## config.mk

```make
export PLATFORM = sky130hd
export DESIGN_NAME = pcs_lane_align_status
export DESIGN_NICKNAME = d
export VERILOG_FILES = /design/src/inc/pcs_align_pkg.sv /design/src/hw/pcs_lane_align_status.sv /design/src/hw/lane_marker_track.sv
export SDC_FILE = /design/constraint.sdc
export NUM_CORES = 1
export LEC_CHECK = 0
export ABC_AREA = 1
export BUFFER_PORTS_ARGS = -buffer_cell sky130_fd_sc_hd__buf_4
export CORE_MARGIN = 1.5
export CORE_UTILIZATION = 50
export DETAILED_ROUTE_END_ITERATION = 10
export PLACE_DENSITY = 0.71
export SETUP_SLACK_MARGIN = 0.02
export SLEW_MARGIN = 20
export SYNTH_ARGS = -nofsm -noshare
export SYNTH_HDL_FRONTEND = slang
export SYNTH_SLANG_ARGS = --single-unit
```

## constraint.sdc

```tcl
create_clock -name clk_i -period 11.3 [get_ports clk_i]
set_input_delay 1.13 -clock clk_i [delete_from_list [all_inputs] [get_ports clk_i]]
set_output_delay 1.13 -clock clk_i [all_outputs]
set_load 0.1 [all_outputs]
```

## src/inc/pcs_align_pkg.sv

```systemverilog
`default_nettype none
package pcs_align_pkg;
	// lane geometry
	localparam int NUM_LANES = 20;
	localparam int LANE_IDW = 5;
	// metaframe length in receive clock cycles (user default, adjustable)
	localparam int MF_CYCLES_DEF = 16384;
	localparam int MF_TMR_W = 16;
	localparam int PEND_W = 8;
	localparam int CNT_W = 16;
	// apb register byte offsets
	localparam logic [7:0] REG_STATUS = 8'h00;
	localparam logic [7:0] REG_CLEAR = 8'h04;
	localparam logic [7:0] REG_ENABLE = 8'h08;
	localparam logic [7:0] REG_SYNCED = 8'h0c;
	localparam logic [7:0] REG_LINK = 8'h10;
	localparam logic [7:0] REG_MISCNT = 8'h14;
	// status / enable bit positions
	localparam int ST_MISALIGN = 0;
	localparam int ST_MKERR = 1;
	localparam int ST_RFAULT = 2;
	localparam int ST_W = 3;
	localparam logic [ST_W-1:0] ENABLE_RST = 3'h0;
	// link register bit positions
	localparam int LINK_RF = 0;
	localparam int LINK_ARMED = 1;
endpackage
`default_nettype wire

```

## src/hw/pcs_lane_align_status.sv

```systemverilog
// Local design decisions: the register offsets and register access over APB.
`timescale 1ns/1ps
`default_nettype none
module pcs_lane_align_status import pcs_align_pkg::*; #(
	parameter int NUM = NUM_LANES,
	parameter int IDW = LANE_IDW,
	parameter int MF_CYCLES = MF_CYCLES_DEF
) (
	input wire logic clk_i, // receive clock
	input wire logic sys_rst_i, // sync reset, high
	input wire logic psel_i, // apb select
	input wire logic penable_i, // apb access phase
	input wire logic pwrite_i, // apb write
	input wire logic [7:0] paddr_i, // apb byte address
	input wire logic [31:0] pwdata_i, // apb write data
	output logic [31:0] prdata_o, // apb read data
	output logic pready_o, // apb ready
	output logic pslverr_o, // apb unmapped address
	input wire logic [NUM-1:0] word_boundary_locked_flags_i, // per physical lane
	input wire logic [NUM-1:0] marker_valid_i, // marker word per physical lane
	input wire logic [NUM-1:0] marker_bad_i, // marker malformed
	input wire logic [NUM*IDW-1:0] marker_id_i, // decoded pcs lane ids
	input wire logic remote_fault_det_i, // remote fault condition
	output logic lane_misalign_pulse_o, // alignment error pulse
	output logic remote_fault_o, // remote fault level
	output logic [NUM-1:0][IDW-1:0] pcs_lane_phys_map_o, // per pcs lane
	output logic [NUM-1:0] pcs_lane_synced_flags_o, // per pcs lane
	output logic [NUM-1:0] lane_marker_word_error_o, // per physical lane
	output logic irq_o // level interrupt
);
	localparam logic [MF_TMR_W-1:0] MF_LAST = MF_TMR_W'(MF_CYCLES - 1);
	localparam logic [PEND_W-1:0] PEND_MAX = '1;

	typedef struct packed {
		logic [NUM-1:0][IDW-1:0] map;
		logic [NUM-1:0] synced;
		logic armed;
		logic [MF_TMR_W-1:0] mf_tmr;
		logic [PEND_W-1:0] pend_cur;
		logic [PEND_W-1:0] pend_out;
		logic mis;
		logic rf;
		logic [ST_W-1:0] sts;
		logic [ST_W-1:0] en;
		logic irq;
		logic [CNT_W-1:0] mis_cnt;
		logic [31:0] rdata;
	} state_s;
	state_s q, d;

	logic [NUM-1:0] seen;
	logic [NUM-1:0] mism;
	logic [NUM-1:0][IDW-1:0] lane_id;

	////////////////////////////////////////////////////////////////
	// one tracker per physical lane
	for (genvar p = 0; p < NUM; p++) begin : g_lane
		lane_marker_track #(
			.IDW(IDW)
		) u_trk (
			.clk_i(clk_i),
			.sys_rst_i(sys_rst_i),
			.locked_i(word_boundary_locked_flags_i[p]),
			.mk_valid_i(marker_valid_i[p]),
			.mk_bad_i(marker_bad_i[p]),
			.mk_id_i(marker_id_i[p*IDW +: IDW]),
			.seen_o(seen[p]),
			.id_o(lane_id[p]),
			.mismatch_o(mism[p]),
			.word_err_o(lane_marker_word_error_o[p])
		);
	end

	////////////////////////////////////////////////////////////////
	// apb decode; a read is captured in setup so prdata comes from a flop
	logic acc;
	logic wr;
	logic mapped;
	logic [ST_W-1:0] clr;
	logic [31:0] rd_mux;

	assign acc = psel_i & penable_i;
	assign wr = acc & pwrite_i;
	assign mapped = (paddr_i == REG_STATUS) || (paddr_i == REG_CLEAR) ||
		(paddr_i == REG_ENABLE) || (paddr_i == REG_SYNCED) ||
		(paddr_i == REG_LINK) || (paddr_i == REG_MISCNT);
	assign clr = (wr && paddr_i == REG_CLEAR) ? pwdata_i[ST_W-1:0] : '0;

	// read mux; clear register reads back zero
	always_comb begin
		rd_mux = '0;
		case (paddr_i)
			REG_STATUS: rd_mux[ST_W-1:0] = q.sts;
			REG_ENABLE: rd_mux[ST_W-1:0] = q.en;
			REG_SYNCED: rd_mux[NUM-1:0] = q.synced;
			REG_LINK: begin
				rd_mux[LINK_RF] = q.rf;
				rd_mux[LINK_ARMED] = q.armed;
			end
			REG_MISCNT: rd_mux[CNT_W-1:0] = q.mis_cnt;
			default: rd_mux = '0;
		endcase
	end

	////////////////////////////////////////////////////////////////
	// next state
	logic boundary;
	logic [PEND_W:0] new_err;
	logic [PEND_W:0] sum_cur;
	logic [PEND_W:0] sum_out;
	logic [PEND_W-1:0] drain;
	logic [ST_W-1:0] set;

	always_comb begin
		d = q;
		new_err = '0;
		drain = '0;
		// reverse map: physical lane holding each pcs lane
		d.synced = '0;
		for (int n = 0; n < NUM; n++) begin
			for (int p = 0; p < NUM; p++) begin
				if (seen[p] && word_boundary_locked_flags_i[p] &&
					lane_id[p] == IDW'(n)) begin
					d.map[n] = IDW'(p);
					d.synced[n] = 1'b1;
				end
			end
		end
		// armed once every lane has shown a good marker
		if (word_boundary_locked_flags_i == '0) begin
			d.armed = 1'b0;
		end else if (&seen) begin
			d.armed = 1'b1;
		end
		// wrong markers only count once armed
		for (int p = 0; p < NUM; p++) begin
			if (q.armed && mism[p]) begin
				new_err = new_err + 1'b1;
			end
		end
		// metaframe timer; errors move to the output queue at its end
		boundary = (q.mf_tmr == MF_LAST);
		d.mf_tmr = boundary ? '0 : q.mf_tmr + 1'b1;
		sum_cur = {1'b0, q.pend_cur} + new_err;
		sum_out = {1'b0, q.pend_out};
		if (boundary) begin
			sum_out = sum_out + {1'b0, q.pend_cur};
			sum_cur = new_err;
		end
		// saturate rather than wrap: a storm loses pulses, never invents
		d.pend_cur = sum_cur[PEND_W] ? PEND_MAX : sum_cur[PEND_W-1:0];
		drain = sum_out[PEND_W] ? PEND_MAX : sum_out[PEND_W-1:0];
		d.mis = (drain != '0);
		d.pend_out = d.mis ? drain - 1'b1 : drain;
		d.mis_cnt = q.mis_cnt + CNT_W'(q.mis);
		d.rf = remote_fault_det_i;
		// sticky status: set wins over a clear in the same cycle
		set = '0;
		set[ST_MISALIGN] = q.mis;
		set[ST_MKERR] = |lane_marker_word_error_o;
		set[ST_RFAULT] = remote_fault_det_i & ~q.rf; // rising edge of the condition
		d.sts = (q.sts & ~clr) | set;
		if (wr && paddr_i == REG_ENABLE) begin
			d.en = pwdata_i[ST_W-1:0];
		end
		d.irq = |(d.sts & d.en); // flop keeps the pin glitch free
		if (psel_i && !penable_i) begin
			d.rdata = rd_mux;
		end
	end

	// state register
	always_ff @(posedge clk_i) begin
		if (sys_rst_i) begin
			q <= '0;
			q.en <= ENABLE_RST;
		end else begin
			q <= d;
		end
	end

	////////////////////////////////////////////////////////////////
	// outputs from the state register or the tracker flops, except pready_o (constant) and pslverr_o (decoded from the bus)
	assign lane_misalign_pulse_o = q.mis;
	assign remote_fault_o = q.rf;
	assign pcs_lane_phys_map_o = q.map;
	assign pcs_lane_synced_flags_o = q.synced;
	assign irq_o = q.irq;
	assign prdata_o = q.rdata;
	assign pready_o = 1'b1; // zero wait states
	assign pslverr_o = acc & ~mapped;

	////////////////////////////////////////////////////////////////
	property p_never_unarmed;
		@(posedge clk_i) disable iff (sys_rst_i)
		(!q.armed && q.pend_cur == '0 && q.pend_out == '0) |=> !lane_misalign_pulse_o;
	endproperty
	a_never_unarmed: assert property (p_never_unarmed) else $error("pulse while unarmed");

	property p_mf_delay;
		@(posedge clk_i) disable iff (sys_rst_i)
		(q.mf_tmr == MF_LAST && q.pend_cur != '0) |=> lane_misalign_pulse_o;
	endproperty
	a_mf_delay: assert property (p_mf_delay) else $error("no pulse after metaframe");

	property p_back_to_back;
		@(posedge clk_i) disable iff (sys_rst_i)
		(q.pend_out >= 2 || (q.mf_tmr == MF_LAST && q.pend_cur >= 2)) |=>
			lane_misalign_pulse_o [*2];
	endproperty
	a_back_to_back: assert property (p_back_to_back) else $error("queued errors not pulsed");

	property p_rf_level;
		@(posedge clk_i) disable iff (sys_rst_i)
		1'b1 |=> (remote_fault_o == $past(remote_fault_det_i));
	endproperty
	a_rf_level: assert property (p_rf_level) else $error("remote fault not followed");

	property p_synced_locked;
		@(posedge clk_i) disable iff (sys_rst_i)
		pcs_lane_synced_flags_o[0] |->
			$past(word_boundary_locked_flags_i[d.map[0]]);
	endproperty
	a_synced_locked: assert property (p_synced_locked) else $error("synced without lock");

	property p_set_wins;
		@(posedge clk_i) disable iff (sys_rst_i)
		(|lane_marker_word_error_o && clr[ST_MKERR]) |=> q.sts[ST_MKERR];
	endproperty
	a_set_wins: assert property (p_set_wins) else $error("status event lost to clear");

	////////////////////////////////////////////////////////////////
	// lane status, metaframe pacing and bus checks
	property p_werr_follow;
		@(posedge clk_i) disable iff (sys_rst_i)
		1'b1 |=> (lane_marker_word_error_o == $past(marker_valid_i & marker_bad_i));
	endproperty
	a_werr_follow: assert property (p_werr_follow) else $error("word error not one late");

	property p_bad_no_mism;
		@(posedge clk_i) disable iff (sys_rst_i)
		((marker_valid_i & ~marker_bad_i) == '0) |=> (mism == '0);
	endproperty
	a_bad_no_mism: assert property (p_bad_no_mism) else $error("malformed word seen as wrong");

	// a broken arming gate would leak errors into the queue here
	property p_unarmed_quiet;
		@(posedge clk_i) disable iff (sys_rst_i)
		(!q.armed && q.pend_cur == '0) |=> (q.pend_cur == '0);
	endproperty
	a_unarmed_quiet: assert property (p_unarmed_quiet) else $error("error kept unarmed");

	property p_pulse_single;
		@(posedge clk_i) disable iff (sys_rst_i)
		(lane_misalign_pulse_o && q.pend_out == '0 && q.mf_tmr != MF_LAST) |=>
			!lane_misalign_pulse_o;
	endproperty
	a_pulse_single: assert property (p_pulse_single) else $error("pulse stretched");

	property p_mf_wrap;
		@(posedge clk_i) disable iff (sys_rst_i)
		(q.mf_tmr == MF_LAST) |=> (q.mf_tmr == '0);
	endproperty
	a_mf_wrap: assert property (p_mf_wrap) else $error("metaframe timer did not wrap");

	property p_synced_any;
		@(posedge clk_i) disable iff (sys_rst_i)
		(pcs_lane_synced_flags_o != '0) |-> $past(word_boundary_locked_flags_i != '0);
	endproperty
	a_synced_any: assert property (p_synced_any) else $error("synced with no lane locked");

	// an unsynced map keeps its last value, observers must gate it
	property p_map_steady;
		@(posedge clk_i) disable iff (sys_rst_i)
		!pcs_lane_synced_flags_o[0] |-> $stable(pcs_lane_phys_map_o[0]);
	endproperty
	a_map_steady: assert property (p_map_steady) else $error("unsynced map moved");

	property p_irq_src;
		@(posedge clk_i) disable iff (sys_rst_i)
		irq_o |-> ((q.sts & q.en) != '0);
	endproperty
	a_irq_src: assert property (p_irq_src) else $error("interrupt without enabled status");

	property p_rdata_hold;
		@(posedge clk_i) disable iff (sys_rst_i)
		(psel_i && penable_i) |=> $stable(prdata_o);
	endproperty
	a_rdata_hold: assert property (p_rdata_hold) else $error("read data moved after access");

	c_misalign: cover property (@(posedge clk_i) disable iff (sys_rst_i)
		lane_misalign_pulse_o ##1 lane_misalign_pulse_o);
	c_armed: cover property (@(posedge clk_i) disable iff (sys_rst_i) $rose(q.armed));
	c_irq: cover property (@(posedge clk_i) disable iff (sys_rst_i) $rose(irq_o));
	c_clear_race: cover property (@(posedge clk_i) disable iff (sys_rst_i)
		|lane_marker_word_error_o && clr[ST_MKERR]);
endmodule
`default_nettype wire

```

## src/hw/lane_marker_track.sv

```systemverilog
`timescale 1ns/1ps
`default_nettype none
module lane_marker_track import pcs_align_pkg::*; #(
	parameter int IDW = LANE_IDW
) (
	input wire logic clk_i, // receive clock
	input wire logic sys_rst_i, // sync reset, high
	input wire logic locked_i, // word boundary locked
	input wire logic mk_valid_i, // marker word arrives
	input wire logic mk_bad_i, // marker word malformed
	input wire logic [IDW-1:0] mk_id_i, // pcs lane number in marker
	output logic seen_o, // good marker seen while locked
	output logic [IDW-1:0] id_o, // pcs lane carried here
	output logic mismatch_o, // wrong marker pulse
	output logic word_err_o // malformed marker pulse
);
	typedef struct packed {
		logic seen;
		logic [IDW-1:0] id;
		logic mism;
		logic werr;
	} trk_s;
	trk_s q, d;

	////////////////////////////////////////////////////////////////
	// next state: malformed words never count as wrong markers
	always_comb begin
		d = q;
		d.mism = 1'b0;
		d.werr = mk_valid_i & mk_bad_i;
		if (!locked_i) begin
			d.seen = 1'b0; // losing lock forgets the lane
		end else if (mk_valid_i && !mk_bad_i) begin
			d.mism = q.seen && (mk_id_i != q.id);
			d.seen = 1'b1;
			d.id = mk_id_i; // follow a remapped lane
		end
	end

	// one register stage, all outputs from flops
	always_ff @(posedge clk_i) begin
		if (sys_rst_i) begin
			q <= '0;
		end else begin
			q <= d;
		end
	end

	assign seen_o = q.seen;
	assign id_o = q.id;
	assign mismatch_o = q.mism;
	assign word_err_o = q.werr;

	////////////////////////////////////////////////////////////////
	property p_werr;
		@(posedge clk_i) disable iff (sys_rst_i)
		(mk_valid_i && mk_bad_i) |=> (word_err_o && !mismatch_o);
	endproperty
	a_werr: assert property (p_werr) else $error("malformed marker not flagged");
	property p_mism_seen;
		@(posedge clk_i) disable iff (sys_rst_i)
		mismatch_o |-> ($past(seen_o) && $past(locked_i));
	endproperty
	a_mism_seen: assert property (p_mism_seen) else $error("mismatch without prior marker");
	c_mism: cover property (@(posedge clk_i) disable iff (sys_rst_i) mismatch_o);
endmodule
`default_nettype wire

```

[Word-level counts from Yosys, hierarchy flattened]
Cells that the tools add are included.
Word-level totals
  logic and storage cells: 2120
  input bits: 206
  flip-flop bits (word level): 358
  output and inout bits: 177
Cells by class
  bitwise operators: 70
  muxes and demuxes: 831
  add/subtract/negate cells: 24
  reductions and logical operators: 657
  eq/ne operators: 406
Operators with widths (count)
  two-way mux 5 bit: 400
  equality test 5 x 4 -> 1 bit, second input constant: 160
  logical AND 1 bit: 483
  two-way mux 1 bit: 401
  equality test 5 x 3 -> 1 bit, second input constant: 80
  equality test 5 bit, second input constant: 80
  nonzero test 20 bit: 20
  nonzero test 16 bit: 20
  equality test 5 x 2 -> 1 bit, second input constant: 40
  two-way mux 9 bit: 21
  adder 9 x 1 -> 9 bit, second input constant: 19
  equality test 5 x 1 -> 1 bit, second input constant: 20
  zero test 5 bit: 20
  inequality test 5 bit: 20
  OR reduction 5 bit: 20
  OR reduction 3 bit: 21
  OR reduction 2 bit: 22
  NOT 1 bit: 42
  AND reduction 2 bit: 20
  case mux 13 bit (2 select lines): 1
  bitwise AND 1 bit: 24
  two-way mux 8 bit: 3
  zero test 1 bit: 21
  zero test 20 bit: 1
  other kinds (21): 29

[Depth between registers and ports, before layout]
Gate-level depths: netlist of run 1.
  depth after elaboration: 43
  mapped depth: 79
  gate-level depth less buffers: 76

[Hierarchy]
From an unflattened synthesis of run 1, not the netlist that was laid out.
Unflattened totals
  cell total of the unflattened synthesis: 4491
  area, all modules: 26595.5 um^2
Modules (own cells, without submodules)
  pcs_lane_align_status: cells an instance 3551, sequential area each 3963.8 um^2, area an instance 19438.6 um^2, times used 1
  lane_marker_track: cells an instance 47, sequential area each 160.2 um^2, area an instance 357.8 um^2, times used 20

[Least setup slack after synthesis of run 1]
OpenSTA, ideal clock, no wires.
  kind: register to register
  start point: register q[89] (netlist name)
  end point: register q[72] (netlist name)
  slack: 0.921 ns
  library setup time: 0.056 ns
  cell stages (with the launch flop): 77
  buffers on the path: 3
  arrival time: 10.323 ns
  data required time: 11.244 ns
  clock period less this slack: 10.379 ns
  cell sequence: dfxtp_1 > buf_6 > buf_6 > clkbuf_1 > nand2_1 > ha_1 > inv_1 > nand2_4 > nand2_2 > inv_1 > ha_1 > or2_1 > nand2_1 > nand2_1 > nand3_1 > nand2_1 > ha_1 > nand2_1 > [... 41 more ...] > ha_1 > o21ai_0 > inv_1 > ha_1 > nand3_1 > nand2_1 > a21oi_1 > nor2_1 > nor2_1 > nor2_1 > nor2_1 > nor2_1 > nor2_1 > xnor2_1 > o21ai_0 > nand3_1 > nand2_1 > inv_1
Between the ends
  longest elaborated chain between the ends: 43
  elaborated cells on any way between the ends: 62
  those cells by class: 20 x add/sub; 22 x mux; 20 x reduce/logical
Ends and longest elaborated chain
  from (decl): line pcs_lane_align_status.sv:49  | state_s q, d;
  logical AND 1 bit: line pcs_lane_align_status.sv:137  | if (q.armed && mism[p]) begin
  two-way mux 1 bit: line pcs_lane_align_status.sv:137
  adder 9 x 1 -> 9 bit: line pcs_lane_align_status.sv:138  | new_err = new_err + 1'b1;
  two-way mux 9 bit: line pcs_lane_align_status.sv:137
  adder 9 x 1 -> 9 bit: line pcs_lane_align_status.sv:138
  two-way mux 9 bit: line pcs_lane_align_status.sv:137
  adder 9 x 1 -> 9 bit: line pcs_lane_align_status.sv:138
  two-way mux 9 bit: line pcs_lane_align_status.sv:137
  [... 27 more ...]
  two-way mux 9 bit: line pcs_lane_align_status.sv:137
  adder 9 x 1 -> 9 bit: line pcs_lane_align_status.sv:138
  two-way mux 9 bit: line pcs_lane_align_status.sv:137
  adder 9 x 1 -> 9 bit: line pcs_lane_align_status.sv:138
  two-way mux 9 bit (*): line pcs_lane_align_status.sv:137
  adder 8 x 9 -> 9 bit: line pcs_lane_align_status.sv:144  | sum_cur = {1'b0, q.pend_cur} + new_err;
  two-way mux 9 bit (*): line pcs_lane_align_status.sv:146  | if (boundary) begin
  two-way mux 8 bit (*): line pcs_lane_align_status.sv:151  | d.pend_cur = sum_cur[PEND_W] ? PEND_MAX : sum_cur[PEND_W-1:0];
Mark *: on every way between the ends. The rest lies on a longest branch, timed or not.
A chain may end at the register's enable or synchronous reset.

[Worst setup path in the final report of run 1]
  start point: register q[89] (netlist name)
  end point: register q[69] (netlist name)
The elaborated chain is that of the path after synthesis.

==> run metrics, run 1 <==
data arrival time of the worst path 11030 ps; transition at the pin with the smallest max-transition slack 1220 ps; DRC violation count after routing 0; clock buffer count from CTS a little over 40; maximum number of pins on one net before global-route repair 65; most frequent CP cell sky130_fd_sc_hd__nand2_1; fraction of power consumed by sequential logic between 40% and 50%; most used cells in the layout excluding fill and tap cells sky130_fd_sc_hd__nand2_1 (1140), sky130_fd_sc_hd__nor2_1 (658), sky130_fd_sc_hd__inv_1 (611); effective utilization at floorplan about half; proportion of register bits with asynchronous set or reset after synthesis 0%; reported max-cap violation count 0; total of warnings raised by yosys 0; clock-pin slew on the worst setup and hold paths approximately 60 ps; final hold violations 0; Layout Skew 17.7 ps; final core area utilization a little under three fifths; CP Data Required Time about 12000 ps; Internal ~2.2 mW; number of vias per cell after detailed routing roughly 5.4; largest stage delay on the critical path 380 ps; worst-case headroom to the max-slew limit 17.8%; EDFF count, synth 0; Vias ~28000; type of destination of the critical path flop; overall power approximately 3.3 mW; ratio of cells with drive above 1 in the final layout between 10% and 20%; proportion of power drawn by combinational gates 17.4%; Longest Clk Path Bufs 3; placement-stage cell area 0.0278 mm²; wire length of the first global-routing pass 148000 µm; number of synthesized register bits between 300 and 400; overall global routing resource usage 36.3%; clk_lat worst skew around 600 ps; HP Start pcs_lane_phys_map_o[54]; HPWL Detailed about 80000 µm; level count of the clock H-tree 2; floorplan core area between 0.05 and 0.06 mm²; Pwr Density approximately 110 mW/mm²; grt total ovfl 0; post-detailed-route wirelength per cell around 19 µm; TritonCTS clock tree done; Switching Power around 1.0 mW; syn avg cell area ~6 µm²; first-pass iteration count of the detailed router 6; leakage power of the design around 15 nW; Pins Over Slew Limit 0; number of unique standard cell types used by synthesis 58; Root Buffer sky130_fd_sc_hd__clkbuf_16; highest clock frequency the design can meet 94.9 MHz; outcome finished clean; number of ports placed on the die boundary between 300 and 400; vias in the first global route roughly 26000; hold-critical path depth 2; Min Clock Period, post-route ~11000 ps; area growth from synthesis to layout 13.6%; initial drt markers 2662; number of standard cells after synthesis 4300; Tcrit/Tclk final 93.3%; startpoint of the worst register-to-register path q[89]; post-route ant nets 0; setup repair after global routing missed its margin true; leading cell type in the layout, fill and taps excluded sky130_fd_sc_hd__nand2_1; critical path type flop to flop; WHS Endpoint pcs_lane_phys_map_o[54]; sequential share of the synthesized area 27.8%; depth of the most critical reg-to-reg path 70; register-to-register path setup slack ~760 ps; area of the die between 0.05 and 0.06 mm²; Final nets about 4700; capture point of the worst reg-to-reg path q[69]; netlist area before placement 0.0258 mm²; input/output buffers 340; maximum net fanout on the critical path 7; Final Setup Violations 0; fin area between 0.02 and 0.03 mm²; post-route insts no fill slightly above 5000; routability congestion estimate about 1.1; dominant register cell in the synthesized netlist sky130_fd_sc_hd__dfxtp_1; critical path's slowest cell sky130_fd_sc_hd__dfxtp_4; height of the chip between 200 and 250 µm; Die Wd 230 µm; startpoint kind of the worst setup timing path flop; largest voltage drop on the vdd net roughly 95 µV; Sw Ratio between 30% and 40%; Core Rows between 80 and 90; total detailed-routing wirelength 98200 µm; Placed Cells incl. Taps 5113; path class of the lowest-slack min-delay path flop to flop; share of power burned in the clock network about two fifths; sinks on the clock net between 300 and 400; number of antenna violations at the first check in global routing 7
cell families after synthesis:
family,Yosys count,synth area share [%]
AOI/OAI and AO/OA,648,14.2
xor gates and xnor gates,53,1.80
adders and majority gates,41,2.05
buffers and inverters,861,15.1
DFF,358,27.8
other,2,0.0291
and+or+nand+nor,2337,39.0
area by class of cell:
cell class                 count  area, µm²
fill                        5367      21800
multi-input combinational   3092      14900
antenna                        2       5.00
sequential                   358       7170
clock inverter                18        169
clock buffer                  53       1120
inverter                     630       2370
timing repair buffer         358       2700
tap                          680        851
critical path, delay by kind of cell, from the launching register on:
| family | cells | cell delay [ps] |
|---|---|---|
| fa+ha+maj | 15 | 4240 |
| flops | 1 | 380 |
| buf+inv | 5 | 280 |
| xor+xnor | 2 | 260 |
| compound gates | 9 | 1280 |
| simple gates | 39 | 3990 |
stage by stage:
stage / worst slack [ps] / hold slack, ps / setup TNS (ps)
final: 762 / 462 / 0
after global routing: -124 / 477 / -601
after CTS: 240 / 463 / 0
after detailed placement: 305 / 453 / 0
after global placement: 596 / 433 / 0
after floorplan: 921 / 418 / 0
cell usage after synthesis, types with 11 or more instances:
library cell / number / area [µm²]
sky130_fd_sc_hd__nand3b_1: 11 / 82.6
sky130_fd_sc_hd__o21bai_1: 12 / 90.1
sky130_fd_sc_hd__a221oi_1: 12 / 105
sky130_fd_sc_hd__ha_1: 39 / 488
sky130_fd_sc_hd__nand2_1: 1144 / 4290
sky130_fd_sc_hd__o211ai_1: 11 / 82.6
sky130_fd_sc_hd__nor3_1: 114 / 571
sky130_fd_sc_hd__nor4_1: 28 / 175
sky130_fd_sc_hd__clkbuf_1: 54 / 203
sky130_fd_sc_hd__or2_2: 14 / 87.6
sky130_fd_sc_hd__xor2_1: 26 / 228
sky130_fd_sc_hd__xnor2_1: 27 / 236
sky130_fd_sc_hd__a2111oi_0: 12 / 105
sky130_fd_sc_hd__o21ai_0: 230 / 1150
sky130_fd_sc_hd__buf_4: 174 / 1310
sky130_fd_sc_hd__o2111ai_1: 13 / 114
sky130_fd_sc_hd__nand3_1: 171 / 856
sky130_fd_sc_hd__o22ai_1: 20 / 125
sky130_fd_sc_hd__nand2_2: 60 / 375
sky130_fd_sc_hd__dfxtp_1: 358 / 7170
sky130_fd_sc_hd__inv_1: 612 / 2300
sky130_fd_sc_hd__inv_2: 11 / 41.3
sky130_fd_sc_hd__nand2_4: 14 / 158
sky130_fd_sc_hd__a31oi_1: 65 / 407
sky130_fd_sc_hd__nand3_2: 38 / 380
sky130_fd_sc_hd__nor2_1: 659 / 2470
sky130_fd_sc_hd__nor2_2: 15 / 93.8
sky130_fd_sc_hd__a21oi_1: 228 / 1140
sky130_fd_sc_hd__nand4_1: 44 / 275
worst max path at each step:
| stage | start | end |
|---|---|---|
| 6_report | q[89] | q[69] |
| 5_1_grt | q[89] | q[72] |
| 4_1_cts | q[89] | q[69] |
| 3_5_place_dp | q[89] | q[67] |
| 3_3_place_gp | q[89] | q[67] |
| 2_1_floorplan | q[89] | q[72] |
power by group through the flow:
stage	logic, mW	clock network (mW)	registers (mW)
global placement	0.552	0	1.40
CTS	0.560	1.33	1.37
global route	0.618	1.38	1.38
floorplan	0.402	0	1.39
finish	0.568	1.32	1.37
detailed placement	0.558	0	1.40
routing by layer:
| layer | track usage (%) | up-vias | part of all wire [%] |
|---|---|---|---|
| li1 | - | 13953 | - |
| met1 | 47.8 | 12744 | 43 |
| met2 | 59.3 | 1080 | 45 |
| met3 | 5.12 | 201 | 7.6 |
| met4 | 14.9 | 4 | 4.5 |
| met5 | 0 | - | 0.027 |
sequential cells by signal, indices dropped and copies added (netlist names):
register and cells:
g_lane.u_trk.id_o 100, g_lane.u_trk.mismatch_o 20, g_lane.u_trk.seen_o 20, g_lane.u_trk.word_err_o 20
irq_o 1, lane_misalign_pulse_o 1, pcs_lane_phys_map_o 100, pcs_lane_synced_flags_o 20
prdata_o 20, q 55, remote_fault_o 1
what timing repair did:
action                                  in CTS  in global routing
buffers inserted                             0                  5
hold buffers                                 0                  0
resized for setup                            0                 33
endpoints found under the setup margin       0                  8
(Power assumes the default switching activity.)
==> inputs of run 2 (changes only) <==
--- a/config.mk
+++ b/config.mk
@@ -10,7 +10,7 @@
 export CORE_MARGIN = 1.5
 export CORE_UTILIZATION = 50
 export DETAILED_ROUTE_END_ITERATION = 10
-export PLACE_DENSITY = 0.71
+export PLACE_DENSITY = 0.74
 export SETUP_SLACK_MARGIN = 0.02
 export SLEW_MARGIN = 20
 export SYNTH_ARGS = -nofsm -noshare
==> run 2 against run 1 <==
  * Setup slack gained 52 ps
  * Hold slack got worse by 8.3 ps
  * Critical path depth fell by 2
  * Non-clock buffer count decreased by 2
  * Die area did not move
  * Fmax rose by 0.50%
  * Highest routed layer unchanged
==> run metrics, run 2 (synthesis results as in run 1) <==
outcome finished clean (unchanged); fin area 0.0293 mm² (about the same); maximum number of pins on one net before global-route repair 79 (was 65); level count of the clock H-tree 2 (unchanged); number of antenna violations at the first check in global routing 4 (was 7); type of destination of the critical path flop (unchanged); transition at the pin with the smallest max-transition slack 1340 ps (was 1220 ps); most used cells in the layout excluding fill and tap cells sky130_fd_sc_hd__nand2_1 (1137), sky130_fd_sc_hd__nor2_1 (658), sky130_fd_sc_hd__inv_1 (611) (was sky130_fd_sc_hd__nand2_1 (1140), sky130_fd_sc_hd__nor2_1 (658), sky130_fd_sc_hd__inv_1 (611)); Pwr Density 114 mW/mm² (was 111 mW/mm²); leading cell type in the layout, fill and taps excluded sky130_fd_sc_hd__nand2_1 (unchanged); clk_lat worst skew 600 ps (about the same); largest stage delay on the critical path 440 ps (was 380 ps); setup slack after layout 814 ps (was 762 ps); area of the die 0.0529 mm² (unchanged); highest clock frequency the design can meet 95.4 MHz (was 94.9 MHz); routability congestion estimate 1.09 (was 1.07); Layout Skew 28.3 ps (was 17.7 ps); floorplan core area 0.0511 mm² (unchanged); ratio of cells with drive above 1 in the final layout 13.4% (was 13.6%); Final nets 4726 (was 4728); Pins Over Slew Limit 0 (unchanged); grt total ovfl 0 (unchanged); Core Rows 83 (unchanged); vias in the first global route 25387 (was 25918); largest voltage drop on the vdd net 93.5 µV (was 94.7 µV); placement-stage cell area 0.0278 mm² (about the same); critical path type flop to flop (unchanged); area growth from synthesis to layout 13.7% (was 13.6%); post-detailed-route wirelength per cell 18.5 µm (was 18.9 µm); Min Clock Period, post-route 10490 ps (was 10540 ps); first-pass iteration count of the detailed router 6 (unchanged); total number of cells along the worst setup path 68 (was 70); critical path's slowest cell sky130_fd_sc_hd__fa_1 (was sky130_fd_sc_hd__dfxtp_4); number of vias per cell after detailed routing 5.44 (was 5.39); height of the chip 230 µm (unchanged); Tcrit/Tclk final 92.8% (was 93.3%); depth of the most critical reg-to-reg path 68 (was 70); capture point of the worst reg-to-reg path q[69] (unchanged); filler instances 5220 (was 5367); Setup crit start q[89] (unchanged); placement-stage worst setup slack 472 ps (was 305 ps); post-route ant nets 0 (unchanged); DRC violation count after routing 0 (unchanged); CP Data Required Time 11820 ps (was 11790 ps); input/output buffers 340 (unchanged); clock buffer count from CTS 41 (unchanged); worst-case headroom to the max-slew limit 10.1% (was 17.8%); Root Buffer sky130_fd_sc_hd__clkbuf_16 (unchanged); wire length of the first global-routing pass 143000 µm (was 148000 µm); total detailed-routing wirelength 96000 µm (was 98200 µm); clock-pin slew on the worst setup and hold paths 70 ps (was 60 ps); effective utilization at floorplan 50.5% (unchanged); final hold violations 0 (unchanged); initial drt markers 2596 (was 2662); Die Wd 230 µm (unchanged); combined buffer and inverter count along the critical path 4 (was 5); kind of cell adding the most delay to the critical path adder cells (unchanged); sinks on the clock net 358 (unchanged); register-to-register path setup slack 810 ps (was 760 ps); most frequent CP cell sky130_fd_sc_hd__nand2_1 (unchanged); leakage power of the design 14.7 nW (about the same); Critical path destination q[69] (unchanged); Vias 28250 (was 27982); overall global routing resource usage 35.0% (was 36.3%); path class of the lowest-slack min-delay path flop to flop (unchanged); TritonCTS clock tree done (unchanged); startpoint kind of the worst setup timing path flop (unchanged); data arrival time of the worst path 11010 ps (was 11030 ps); Longest Clk Path Bufs 3 (unchanged); number of ports placed on the die boundary 383 (unchanged); Final Setup Violations 0 (unchanged); number of hold-repair buffers added at the cts stage 0 (unchanged); maximum net fanout on the critical path 8 (was 7); reported max-cap violation count 0 (unchanged); startpoint of the worst register-to-register path q[89] (unchanged); HPWL Detailed 79700 µm (was 81900 µm)
run 2: layout make-up:
class / instances / area (µm²) / share of cell area, %
Inverter: 630 / 2370 / 8.08
Timing Repair Buffer: 356 / 2680 / 9.14
Clock buffer: 58 / 1170 / 3.99
Tap cell: 680 / 851 / 2.90
Antenna cell: 1 / 2.50 / 0.00853
Clock inverter: 16 / 229 / 0.781
Multi-Input combinational cell: 3092 / 14800 / 50.6
Sequential cell: 358 / 7170 / 24.5
run 2: worst min path at each step:
stage,from,to,slack [ps],cells past startpoint
global route,q[73],q[73],480,1
CTS,pcs_lane_phys_map_o[58],pcs_lane_phys_map_o[58],460,2
floorplan,q[73],q[73],420,1
finish,q[73],q[73],450,1
detailed placement,q[73],q[73],440,1
global placement,q[73],q[73],430,1
run 2: where the power goes:
group / switching, mW / internal (mW) / total, mW
logic: 0.399 / 0.168 / 0.567
registers: 0.0542 / 1.32 / 1.37
clock network: 0.575 / 0.839 / 1.41
run 2: stage by stage:
step	cells	util [%]	TNS (ps)	hold slack, ps	total power, mW
detailed placement	5114	54.4	0	442	1.95
global route	5190	57.4	-51.6	480	3.47
finish	5191	57.4	0	454	3.35
global placement	5114	54.4	0	429	1.95
CTS	5188	57.2	0	460	3.35
floorplan	4311	-	0	418	1.79
run 2: layer usage:
| metal | global-route usage, % | vias up | share of wire, % |
|---|---|---|---|
| met5 | 0 | - | 0.028 |
| met4 | 14.5 | 4 | 4.6 |
| met3 | 5.65 | 219 | 8.4 |
| met2 | 56.5 | 1174 | 45 |
| met1 | 46.1 | 12916 | 42 |
| li1 | - | 13937 | - |
run 2: repair_timing:
| item | in CTS | in global routing |
|---|---|---|
| resized for setup | 0 | 24 |
| endpoints found under the setup margin | 0 | 8 |
| setup buffers | 0 | 2 |
